`src/core/adcptc_pkg.sv`:
```
package adcptc_pkg;
   // register byte addresses on the apb slave
   localparam logic [7:0] ADCPTC_OFF_CTL2 = 8'h00;
   localparam logic [7:0] ADCPTC_OFF_TRIGSEL = 8'h04;
   localparam logic [7:0] ADCPTC_OFF_STAT = 8'h08;
   localparam logic [7:0] ADCPTC_OFF_IRQ_STAT = 8'h0C;
   localparam logic [7:0] ADCPTC_OFF_IRQ_MASK = 8'h10;
   localparam logic [7:0] ADCPTC_OFF_RESULT = 8'h14;
   // control register bit positions
   localparam int ADCPTC_B_PWR = 7;
   localparam int ADCPTC_B_FAST_FLAG_CLEAR = 6;
   localparam int ADCPTC_B_WAIT_MODE_POWER_DOWN = 5;
   localparam int ADCPTC_B_TLE = 4;
   localparam int ADCPTC_B_TPOL = 3;
   localparam int ADCPTC_B_TEN = 2;
   localparam int ADCPTC_B_SIE = 1;
   localparam int ADCPTC_B_SIF = 0;
   // trigger select register
   localparam int ADCPTC_B_TSRC = 7;
   // irq status bits
   localparam int ADCPTC_I_SEQ = 0;
   localparam int ADCPTC_I_TRIG = 1;
   localparam int ADCPTC_I_ABORT = 2;
   localparam int ADCPTC_NIRQ = 3;
   localparam logic [7:0] ADCPTC_CTL2_RST = 8'h00;
   localparam logic [7:0] ADCPTC_TSEL_RST = 8'h00;

   typedef struct packed {
      logic [7:0] ctl;
      logic [7:0] tsel;
      logic [15:0] ccf;
      logic sequence_complete_flag;
      logic [15:0] stat_seen;
      logic busy;
      logic [ADCPTC_NIRQ-1:0] irq_stat;
      logic [ADCPTC_NIRQ-1:0] irq_mask;
      logic trig_s1;
      logic trig_s2;
      logic trig_d;
      logic [31:0] prdata;
      logic pready;
      logic pslverr;
      logic irq;
      logic start;
      logic abort;
      logic pwr;
      logic [15:0] dig_en;
   } adcptc_state_t;
endpackage

```
`src/core/adcptc_ctrl.sv`:
```
`timescale 1ns/1ps
// Behaviour
// - any write to the control register aborts a running sequence, starts none
// - bit 7 clear powers converter down, set gives normal operation
// - fast clear off: flag clears on status read then result read
// - fast clear on: any result access clears that channel flag
// - bit 5 set halts and powers down in wait mode; clear keeps running
// - leaving wait resumes the conversion; software ignores first result
// - bits 4:3 select falling, rising, low level or high level trigger
// - bit 2 arms external trigger, which starts conversions from the source
// - armed trigger on an analog channel enables that channel input buffer
// - bit 1 set requests interrupt whenever sequence complete flag is set
// - bit 0 reads sequence complete when enabled, else zero; writes ignored
// - source is dedicated input when select set, else the chosen channel
module adcptc_ctrl
   import adcptc_pkg::*;
#(
   parameter int NCH = 16
) (
   input wire logic pclk,
   input wire logic presetn,
   input wire logic psel,
   input wire logic penable,
   input wire logic pwrite,
   input wire logic [7:0] paddr,
   input wire logic [31:0] pwdata,
   output logic [31:0] prdata,
   output logic pready,
   output logic pslverr,
   input wire logic [NCH-1:0] an_digital,
   input wire logic dedicated_trigger_input,
   input wire logic wait_mode,
   input wire logic conv_done,
   input wire logic [3:0] conv_ch,
   input wire logic seq_done,
   output logic conv_start,
   output logic conv_abort,
   output logic converter_power_on,
   output logic [NCH-1:0] digital_buffer_en,
   output logic irq
);
   initial begin
      if (NCH != 16) $error("adcptc_ctrl: NCH must be 16");
   end

   adcptc_state_t s_r, s_nxt;
   logic acc, wr, rd, trig_raw, trig_hit, run_ok;
   logic [ADCPTC_NIRQ-1:0] ev;
   logic [3:0] tch;
   // result window decode, shared by the flag clear checks
   logic res_acc;
   logic [3:0] res_idx;

   assign res_acc = paddr >= ADCPTC_OFF_RESULT &&
                    paddr < ADCPTC_OFF_RESULT + 8'h40;
   assign res_idx = paddr[5:2] - 4'h5;

   assign acc = psel && penable && !s_r.pready;

   always_comb begin
      s_nxt = s_r;
      wr = acc && pwrite;
      rd = acc && !pwrite;
      tch = s_r.tsel[3:0];
      ev = '0;
      s_nxt.pready = acc;
      s_nxt.pslverr = 1'b0;
      s_nxt.prdata = '0;
      s_nxt.start = 1'b0;
      s_nxt.abort = 1'b0;
      // two flops before any detection to avoid metastable decisions
      trig_raw = s_r.tsel[ADCPTC_B_TSRC] ? dedicated_trigger_input
                                          : an_digital[tch];
      s_nxt.trig_s1 = trig_raw;
      s_nxt.trig_s2 = s_r.trig_s1;
      s_nxt.trig_d = s_r.trig_s2;
      case ({s_r.ctl[ADCPTC_B_TLE], s_r.ctl[ADCPTC_B_TPOL]})
         2'b00: trig_hit = s_r.trig_d && !s_r.trig_s2;
         2'b01: trig_hit = !s_r.trig_d && s_r.trig_s2;
         2'b10: trig_hit = !s_r.trig_s2;
         default: trig_hit = s_r.trig_s2;
      endcase
      // wait-mode halt: power stays off until wait ends, then work resumes
      run_ok = s_r.ctl[ADCPTC_B_PWR]
               && !(wait_mode && s_r.ctl[ADCPTC_B_WAIT_MODE_POWER_DOWN]);
      s_nxt.pwr = run_ok;
      // level trigger only starts when idle, so it does not restart a run
      if (s_r.ctl[ADCPTC_B_TEN] && trig_hit && run_ok && !s_r.busy) begin
         s_nxt.start = 1'b1;
         s_nxt.busy = 1'b1;
         ev[ADCPTC_I_TRIG] = 1'b1;
      end
      s_nxt.dig_en = '0;
      if (s_r.ctl[ADCPTC_B_TEN] && !s_r.tsel[ADCPTC_B_TSRC])
         s_nxt.dig_en[tch] = 1'b1;
      if (conv_done && run_ok) begin
         s_nxt.ccf[conv_ch] = 1'b1;
         s_nxt.stat_seen[conv_ch] = 1'b0;
      end
      if (seq_done && run_ok) begin
         s_nxt.sequence_complete_flag = 1'b1;
         s_nxt.busy = 1'b0;
         ev[ADCPTC_I_SEQ] = 1'b1;
      end
      if (rd) begin
         if (paddr == ADCPTC_OFF_CTL2) begin
            s_nxt.prdata[7:0] = s_r.ctl;
            s_nxt.prdata[ADCPTC_B_SIF] =
               s_r.ctl[ADCPTC_B_SIE] && s_r.sequence_complete_flag;
         end else if (paddr == ADCPTC_OFF_TRIGSEL) begin
            s_nxt.prdata[7:0] = s_r.tsel;
         end else if (paddr == ADCPTC_OFF_STAT) begin
            s_nxt.prdata = {14'h0000, s_r.busy, s_r.sequence_complete_flag, s_r.ccf};
            s_nxt.stat_seen = s_r.ccf;
         end else if (paddr == ADCPTC_OFF_IRQ_STAT) begin
            s_nxt.prdata[ADCPTC_NIRQ-1:0] = s_r.irq_stat;
         end else if (paddr == ADCPTC_OFF_IRQ_MASK) begin
            s_nxt.prdata[ADCPTC_NIRQ-1:0] = s_r.irq_mask;
         end else if (paddr >= ADCPTC_OFF_RESULT &&
                      paddr < ADCPTC_OFF_RESULT + 8'h40) begin
            // result data lives elsewhere; this block only clears flags
            if (s_r.ctl[ADCPTC_B_FAST_FLAG_CLEAR] ||
                s_r.stat_seen[paddr[5:2] - 4'h5]) begin
               s_nxt.ccf[paddr[5:2] - 4'h5] = 1'b0;
               s_nxt.stat_seen[paddr[5:2] - 4'h5] = 1'b0;
               s_nxt.sequence_complete_flag = 1'b0;
            end
         end else begin
            s_nxt.pslverr = 1'b1;
         end
      end
      if (wr) begin
         if (paddr == ADCPTC_OFF_CTL2) begin
            // bit 0 is a read-only view of scf
            s_nxt.ctl = {pwdata[7:1], 1'b0};
            s_nxt.abort = 1'b1;
            s_nxt.busy = 1'b0;
            s_nxt.start = 1'b0;
            ev[ADCPTC_I_ABORT] = s_r.busy;
         end else if (paddr == ADCPTC_OFF_TRIGSEL) begin
            s_nxt.tsel = pwdata[7:0];
         end else if (paddr == ADCPTC_OFF_IRQ_STAT) begin
            s_nxt.irq_stat = s_r.irq_stat & ~pwdata[ADCPTC_NIRQ-1:0];
         end else if (paddr == ADCPTC_OFF_IRQ_MASK) begin
            s_nxt.irq_mask = pwdata[ADCPTC_NIRQ-1:0];
         end else if (paddr >= ADCPTC_OFF_RESULT &&
                      paddr < ADCPTC_OFF_RESULT + 8'h40) begin
            if (s_r.ctl[ADCPTC_B_FAST_FLAG_CLEAR]) begin
               s_nxt.ccf[paddr[5:2] - 4'h5] = 1'b0;
               s_nxt.sequence_complete_flag = 1'b0;
            end
         end else begin
            s_nxt.pslverr = 1'b1;
         end
      end
      // set wins over clear
      s_nxt.irq_stat = s_nxt.irq_stat | ev;
      s_nxt.irq = (|(s_nxt.irq_stat & s_nxt.irq_mask))
                  || (s_nxt.ctl[ADCPTC_B_SIE] && s_nxt.sequence_complete_flag);
   end

   always_ff @(posedge pclk or negedge presetn) begin
      if (!presetn) begin
         s_r <= '0;
      end else begin
         s_r <= s_nxt;
      end
   end

   assign prdata = s_r.prdata;
   assign pready = s_r.pready;
   assign pslverr = s_r.pslverr;
   assign conv_start = s_r.start;
   assign conv_abort = s_r.abort;
   assign converter_power_on = s_r.pwr;
   assign digital_buffer_en = s_r.dig_en;
   assign irq = s_r.irq;

   chk_write_aborts: assert property (@(posedge pclk) disable iff (!presetn)
      (acc && pwrite && paddr == ADCPTC_OFF_CTL2) |=> conv_abort && !conv_start)
      else $error("control write did not abort");
   chk_power_off: assert property (@(posedge pclk) disable iff (!presetn)
      !s_r.ctl[ADCPTC_B_PWR] |=> !converter_power_on)
      else $error("converter powered while bit clear");
   chk_wait_down: assert property (@(posedge pclk) disable iff (!presetn)
      (wait_mode && s_r.ctl[ADCPTC_B_WAIT_MODE_POWER_DOWN]) |=> !converter_power_on)
      else $error("converter ran in wait mode");
   chk_irq_gate: assert property (@(posedge pclk) disable iff (!presetn)
      (s_r.ctl[ADCPTC_B_SIE] && s_r.sequence_complete_flag) |-> irq)
      else $error("sequence irq missing");
   chk_flag_read: assert property (@(posedge pclk) disable iff (!presetn)
      (rd && paddr == ADCPTC_OFF_CTL2) |=>
      prdata[0] == ($past(s_r.ctl[ADCPTC_B_SIE]) && $past(s_r.sequence_complete_flag)))
      else $error("irq flag view wrong");
   chk_buf_en: assert property (@(posedge pclk) disable iff (!presetn)
      (s_r.ctl[ADCPTC_B_TEN] && !s_r.tsel[ADCPTC_B_TSRC]) |=>
      digital_buffer_en[$past(s_r.tsel[3:0])])
      else $error("trigger channel buffer off");
   chk_no_trig_off: assert property (@(posedge pclk) disable iff (!presetn)
      !s_r.ctl[ADCPTC_B_TEN] |=> !conv_start)
      else $error("start without trigger enable");
   chk_fast_clear: assert property (@(posedge pclk) disable iff (!presetn)
      (rd && s_r.ctl[ADCPTC_B_FAST_FLAG_CLEAR] && paddr == ADCPTC_OFF_RESULT
       && !conv_done) |=> !s_r.ccf[0])
      else $error("fast clear failed");
   chk_sync_edge: assert property (@(posedge pclk) disable iff (!presetn)
      conv_start |-> $past(s_r.ctl[ADCPTC_B_TEN]))
      else $error("start from unarmed trigger");

   chk_abort_pulse: assert property (@(posedge pclk) disable iff (!presetn)
      conv_abort |=> !conv_abort)
      else $error("abort longer than one cycle");

   chk_busy_cleared: assert property (@(posedge pclk) disable iff (!presetn)
      (wr && paddr == ADCPTC_OFF_CTL2) |=> !s_r.busy)
      else $error("sequence still busy after control write");

   chk_power_on: assert property (@(posedge pclk) disable iff (!presetn)
      (s_r.ctl[ADCPTC_B_PWR] && !wait_mode) |=> converter_power_on)
      else $error("converter off while power bit set");

   chk_wait_run: assert property (@(posedge pclk) disable iff (!presetn)
      (s_r.ctl[ADCPTC_B_PWR] && !s_r.ctl[ADCPTC_B_WAIT_MODE_POWER_DOWN]) |=>
      converter_power_on)
      else $error("converter halted with wait power down clear");

   chk_wait_resume: assert property (@(posedge pclk) disable iff (!presetn)
      (s_r.ctl[ADCPTC_B_PWR] && !wait_mode && $past(wait_mode)) |=>
      converter_power_on)
      else $error("converter did not resume after wait");

   chk_halt_flags: assert property (@(posedge pclk) disable iff (!presetn)
      (conv_done && !run_ok && !acc) |=> s_r.ccf == $past(s_r.ccf))
      else $error("flag set while converter halted");

   chk_ccf_set: assert property (@(posedge pclk) disable iff (!presetn)
      (conv_done && run_ok && !acc) |=> s_r.ccf[$past(conv_ch)])
      else $error("conversion flag not set");

   chk_normal_keep: assert property (@(posedge pclk) disable iff (!presetn)
      (rd && res_acc && !s_r.ctl[ADCPTC_B_FAST_FLAG_CLEAR] &&
       !s_r.stat_seen[res_idx] && !conv_done) |=> s_r.ccf == $past(s_r.ccf))
      else $error("flag cleared without status read");

   chk_normal_clear: assert property (@(posedge pclk) disable iff (!presetn)
      (rd && res_acc && s_r.stat_seen[res_idx]) |=> !s_r.ccf[$past(res_idx)])
      else $error("flag kept after status then result read");

   chk_stat_arms: assert property (@(posedge pclk) disable iff (!presetn)
      (rd && paddr == ADCPTC_OFF_STAT) |=> s_r.stat_seen == $past(s_r.ccf))
      else $error("status read did not arm flag clear");

   chk_fast_any: assert property (@(posedge pclk) disable iff (!presetn)
      (acc && res_acc && s_r.ctl[ADCPTC_B_FAST_FLAG_CLEAR]) |=> !s_r.ccf[$past(res_idx)])
      else $error("fast clear missed a result access");

   chk_fall_edge: assert property (@(posedge pclk) disable iff (!presetn)
      (s_r.ctl[4:3] == 2'b00 && s_r.ctl[ADCPTC_B_TEN] && s_r.trig_d &&
       !s_r.trig_s2 && run_ok && !s_r.busy && !acc) |=> conv_start)
      else $error("falling edge not detected");

   chk_rise_edge: assert property (@(posedge pclk) disable iff (!presetn)
      (s_r.ctl[4:3] == 2'b01 && s_r.ctl[ADCPTC_B_TEN] && !s_r.trig_d &&
       s_r.trig_s2 && run_ok && !s_r.busy && !acc) |=> conv_start)
      else $error("rising edge not detected");

   chk_low_level: assert property (@(posedge pclk) disable iff (!presetn)
      (s_r.ctl[4:3] == 2'b10 && s_r.ctl[ADCPTC_B_TEN] && !s_r.trig_s2 &&
       run_ok && !s_r.busy && !acc) |=> conv_start)
      else $error("low level not detected");

   chk_high_level: assert property (@(posedge pclk) disable iff (!presetn)
      (s_r.ctl[4:3] == 2'b11 && s_r.ctl[ADCPTC_B_TEN] && s_r.trig_s2 &&
       run_ok && !s_r.busy && !acc) |=> conv_start)
      else $error("high level not detected");

   chk_no_edge: assert property (@(posedge pclk) disable iff (!presetn)
      (!s_r.ctl[ADCPTC_B_TLE] && s_r.trig_d == s_r.trig_s2) |=> !conv_start)
      else $error("edge trigger fired without an edge");

   chk_idle_only: assert property (@(posedge pclk) disable iff (!presetn)
      s_r.busy |=> !conv_start)
      else $error("start while sequence busy");

   chk_start_pulse: assert property (@(posedge pclk) disable iff (!presetn)
      conv_start |=> !conv_start)
      else $error("start longer than one cycle");

   chk_no_power_go: assert property (@(posedge pclk) disable iff (!presetn)
      !run_ok |=> !conv_start)
      else $error("start while converter powered down");

   chk_buf_dedic: assert property (@(posedge pclk) disable iff (!presetn)
      s_r.tsel[ADCPTC_B_TSRC] |=> digital_buffer_en == '0)
      else $error("buffer enabled for dedicated trigger");

   chk_buf_unarmed: assert property (@(posedge pclk) disable iff (!presetn)
      !s_r.ctl[ADCPTC_B_TEN] |=> digital_buffer_en == '0)
      else $error("buffer enabled with trigger off");

   chk_irq_quiet: assert property (@(posedge pclk) disable iff (!presetn)
      (!s_r.ctl[ADCPTC_B_SIE] && (s_r.irq_stat & s_r.irq_mask) == '0) |->
      !irq)
      else $error("interrupt without a cause");

   chk_flag_zero: assert property (@(posedge pclk) disable iff (!presetn)
      (rd && paddr == ADCPTC_OFF_CTL2 && !s_r.ctl[ADCPTC_B_SIE]) |=>
      !prdata[0])
      else $error("irq flag visible while disabled");

   chk_flag_ro: assert property (@(posedge pclk) disable iff (!presetn)
      (wr && paddr == ADCPTC_OFF_CTL2) |=> !s_r.ctl[ADCPTC_B_SIF])
      else $error("irq flag bit was written");

   chk_src_dedic: assert property (@(posedge pclk) disable iff (!presetn)
      s_r.tsel[ADCPTC_B_TSRC] |-> trig_raw == dedicated_trigger_input)
      else $error("dedicated trigger not selected");

   chk_src_chan: assert property (@(posedge pclk) disable iff (!presetn)
      !s_r.tsel[ADCPTC_B_TSRC] |-> trig_raw == an_digital[s_r.tsel[3:0]])
      else $error("trigger channel not selected");

   chk_sync_chain: assert property (@(posedge pclk) disable iff (!presetn)
      s_r.trig_s1 |=> s_r.trig_s2)
      else $error("synchroniser stage skipped");

   chk_ready_pulse: assert property (@(posedge pclk) disable iff (!presetn)
      pready |=> !pready)
      else $error("ready longer than one cycle");

   chk_err_ready: assert property (@(posedge pclk) disable iff (!presetn)
      pslverr |-> pready)
      else $error("error without ready");
endmodule

```
`config.mk`:
```
export PLATFORM = sky130hd
export DESIGN_NAME = adcptc_ctrl
export DESIGN_NICKNAME = d
export VERILOG_FILES = /design/src/core/adcptc_pkg.sv /design/src/core/adcptc_ctrl.sv
export SDC_FILE = /design/constraint.sdc
export NUM_CORES = 1
export LEC_CHECK = 0
export BUFFER_PORTS_ARGS = -buffer_cell sky130_fd_sc_hd__buf_2
export CORE_ASPECT_RATIO = 1.1
export CORE_MARGIN = 8
export CORE_UTILIZATION = 49
export CTS_CLUSTER_DIAMETER = 100
export DETAILED_ROUTE_END_ITERATION = 16
export PLACE_DENSITY = 0.8
export SLEW_MARGIN = 20
export SYNTH_ARGS = -nofsm -noshare
export SYNTH_HDL_FRONTEND = slang
export SYNTH_SLANG_ARGS = --single-unit
```
`constraint.sdc`:
```
create_clock -name pclk -period 2 [get_ports pclk]
set_input_delay 0.1 -clock pclk [delete_from_list [all_inputs] [get_ports pclk]]
set_output_delay 0.1 -clock pclk [all_outputs]
set_load 0.05 [all_outputs]
```
==> impl_metrics.env <==
export IMPL_place_area_sq_mm=0.00577
export IMPL_rsz0062_at_grt="true"
export IMPL_vias=4356
export IMPL_cts_htree_levels=3
export IMPL_worst_slew_pin_slew_ns=0.521
export IMPL_cp_top_family="compound AO/OA/AOI/OAI gates"
export IMPL_critPathLaunchType="register"
export IMPL_ys_ff_latch=98
export IMPL_drive_gt1_share_pct=35.8
export IMPL_track_usage_pct=20.8
export IMPL_crit_required_ns=2.26
export IMPL_fp_row_count=39
export IMPL_core_area_sq_mm=0.0102
export IMPL_drtAntennaViolNets=0
export IMPL_synth_cell_types=60
export IMPL_antenna_cells=0
export IMPL_slew_viol_final=0
export IMPL_grtUsageMet3_pct=4.58
export IMPL_period_needed_ns=2.12
export IMPL_cp_max_fo=2
export IMPL_violations="hold timing, setup timing"
export IMPL_grt_antenna_before_repair=1
export IMPL_final_nets=687
export IMPL_endpoint_kind="register"
export IMPL_crit_chain="mux4_2 > o221ai_2 > o311ai_2 > or3_4 > a221o_1 > o2111ai_2"
export IMPL_design_area_sq_mm=0.00626
export IMPL_tritoncts_num_buffers=9
export IMPL_area_delta_synth_final_pct=23.1
export IMPL_grt_ovfl_total=0
export IMPL_worstPathBufferInverterCount=0
export IMPL_die_width_microns=113
export IMPL_die_h_microns=123
export IMPL_crit_type="reg -> reg"
export IMPL_dp_hpwl_mm=10.7
export IMPL_grt_busiest_layer="met2"
export IMPL_cap_violations=0
export IMPL_p_leak_nw=3.17
export IMPL_status="complete, but fails checks"
export IMPL_clk_latency_ns=0.35
export IMPL_drcViolationCount=0
export IMPL_ys_warn_count=0
export IMPL_cts_tree="built"
export IMPL_fp_dieArea_sq_mm=0.0139
export IMPL_finalClockSkew_ns=0.00663
export IMPL_max_stage_delay_ns=0.49
export IMPL_max_freq_ghz=0.472
export IMPL_routed_wl_mm=14.5
export IMPL_synth_top_area_share_pct=48.3
export IMPL_wl_per_cell_microns=19.5
export IMPL_hold_class="in -> reg"
export IMPL_synthArstFlopShare_pct=100
export IMPL_finalHoldViolations=1
export IMPL_cts_sinks=98
export IMPL_ir_worst_vdd_mv=0.427
export IMPL_cts_root_buffer="clkbuf_16"
export IMPL_grt_max_degree=41
export IMPL_cts_path_max_buffers=2
export IMPL_grt_pass1_wl_mm=22.7
export IMPL_critPathSlowestCell="mux4_2"
export IMPL_grt_pass1_vias=4475
export IMPL_io_buffers=84
export IMPL_synth_edf_count=0
export IMPL_synth_cells=506
export IMPL_drtIter0Drc=309
export IMPL_met1_usage_pct=23.5
export IMPL_start_util_pct=49.6
export IMPL_place_congestion=0.927
export IMPL_dr_pass1_iters=7
export IMPL_final_cell_mix="dfrtp_1 (97), buf_2 (83), buf_4 (65)"
export IMPL_io_pins=123
export IMPL_finalSetupViolCount=18
export IMPL_synth_cell_area_sq_mm=0.00508
export IMPL_period_share_pct=106
export IMPL_synth_area_leaders="dfrtp_1 (48%), buf_4 (7.1%), nor2_1 (4.8%)"
export IMPL_grt_met2_usage_pct=36.4
export IMPL_via_per_inst=5.88
export IMPL_layout_setup_ws_ns=-0.120
export IMPL_clk_pin_slew_worst_paths_ns=0.07
export IMPL_cp_arrival_ns=2.38
export IMPL_syn_avg_cell_area_sq_um=10.0
export IMPL_layout_commonest_cell="dfrtp_1"
export IMPL_powerDensity_mw_per_mm2=673
export IMPL_whs_ns=-0.00116
export IMPL_slew_headroom_pct=65.3
export IMPL_yosys_area_top_type="dfrtp_1"
export IMPL_ys_flop_type="dfrtp_1"
export IMPL_seq_area_frac_synth_pct=48.3
## sequential cells by signal (all words and copies together) (netlist names)
signal	flops
conv_abort	1
conv_start	1
converter_power_on	1
digital_buffer_en	16
irq	1
prdata	18
pready	1
pslverr	1
s_nxt	2
s_r	56
## synthesized netlist by cell type (7+ instances only)
master and number:
inv_1 8, nand3_1 9, a21oi_1 26, dfrtp_1 98, o22ai_1 9, nand2b_1 7, o21ai_0 13, nor3b_1 7
a31oi_1 7, buf_4 48, and2_1 14, clkbuf_1 17, mux2_2 14, nor3_1 21, nand2_1 39, nor2_1 65
## per-stage QoR
step / cells / total power [mW] / TNS, ns / utilization, % / setup slack (ns)
after floorplan: 519 / 2.30 / -0.125 / - / -0.0897
after global placement: 716 / 2.45 / -3.70 / 56.3 / -0.199
after detailed placement: 716 / 2.47 / -5.72 / 56.3 / -0.266
after CTS: 739 / 4.21 / -0.461 / 60.3 / -0.0931
after global routing: 741 / 4.34 / -2.16 / 61.1 / -0.193
final: 741 / 4.21 / -0.966 / 61.1 / -0.120
## worst reg2reg max path: stages, from the launching register on
cell and delay [ns]:
dfrtp_1 0.41, mux4_2 0.49, o221ai_2 0.09, o311ai_2 0.15, or3_4 0.36, a221o_1 0.35, o2111ai_2 0.18
## power breakdown
part	switching (mW)	internal (mW)	total (mW)
sequential	0.0167	2.00	2.02
clock	0.769	0.983	1.75
combinational	0.278	0.166	0.445
## repair_timing
item                       CTS  global route
hold buffers                 7             0
resized for setup           11            10
pin swaps                    2             5
hold endpoints to repair    43             0
setup endpoints to repair   19            23
gates cloned                 0             0
buffers inserted             0             2
## logic make-up (layout without fill, tap and decap cells)
group,Yosys count,count (layout),share of synthesized area [%]
AOI/OAI and AO/OA,100,100,13.6
xor gates and xnor gates,2,2,0.345
adders and majority gates,5,5,1.23
buffers and inverters,82,181,10.0
DFF,98,98,48.3
muxes,23,23,7.39
other,1,14,0.0738
and+or+nand+nor,195,195,19.1
## final cells by class
cell class / instances / area [sq um]
fill: 839 / 3990
sequential: 98 / 2450
multi-input combinational: 339 / 2340
timing repair buffer: 156 / 985
clock buffer: 11 / 233
tap: 123 / 154
clock inverter: 5 / 61.3
inverter: 9 / 36.3
## routing by layer
metal / share of wire [%] / vias up
li1: - / 1965
met1: 38 / 2121
met2: 50 / 217
met3: 7.5 / 51
met4: 3.7 / 2
met5: 0.090 / -
## path summary, 6_finish.rpt
kind                            depth (start not counted)               startpoint  slack (ns)                              end
worst min register to register                          0      s_nxt[55]$_DFF_PN0_        0.35              s_nxt[54]$_DFF_PN0_
worst max register to register                          6        s_r[69]$_DFF_PN0_       -0.12                    irq$_DFF_PN0_
worst max-delay path                                    6        s_r[69]$_DFF_PN0_       -0.12                    irq$_DFF_PN0_
max in group asynchronous                               3                  presetn        1.04             conv_abort$_DFF_PN0_
worst min-delay path                                    2  dedicated_trigger_input      -0.001              s_nxt[55]$_DFF_PN0_
min in group asynchronous                               2                  presetn        0.26  digital_buffer_en[14]$_DFF_PN0_
Note: power is estimated with default switching activity, not from simulation.
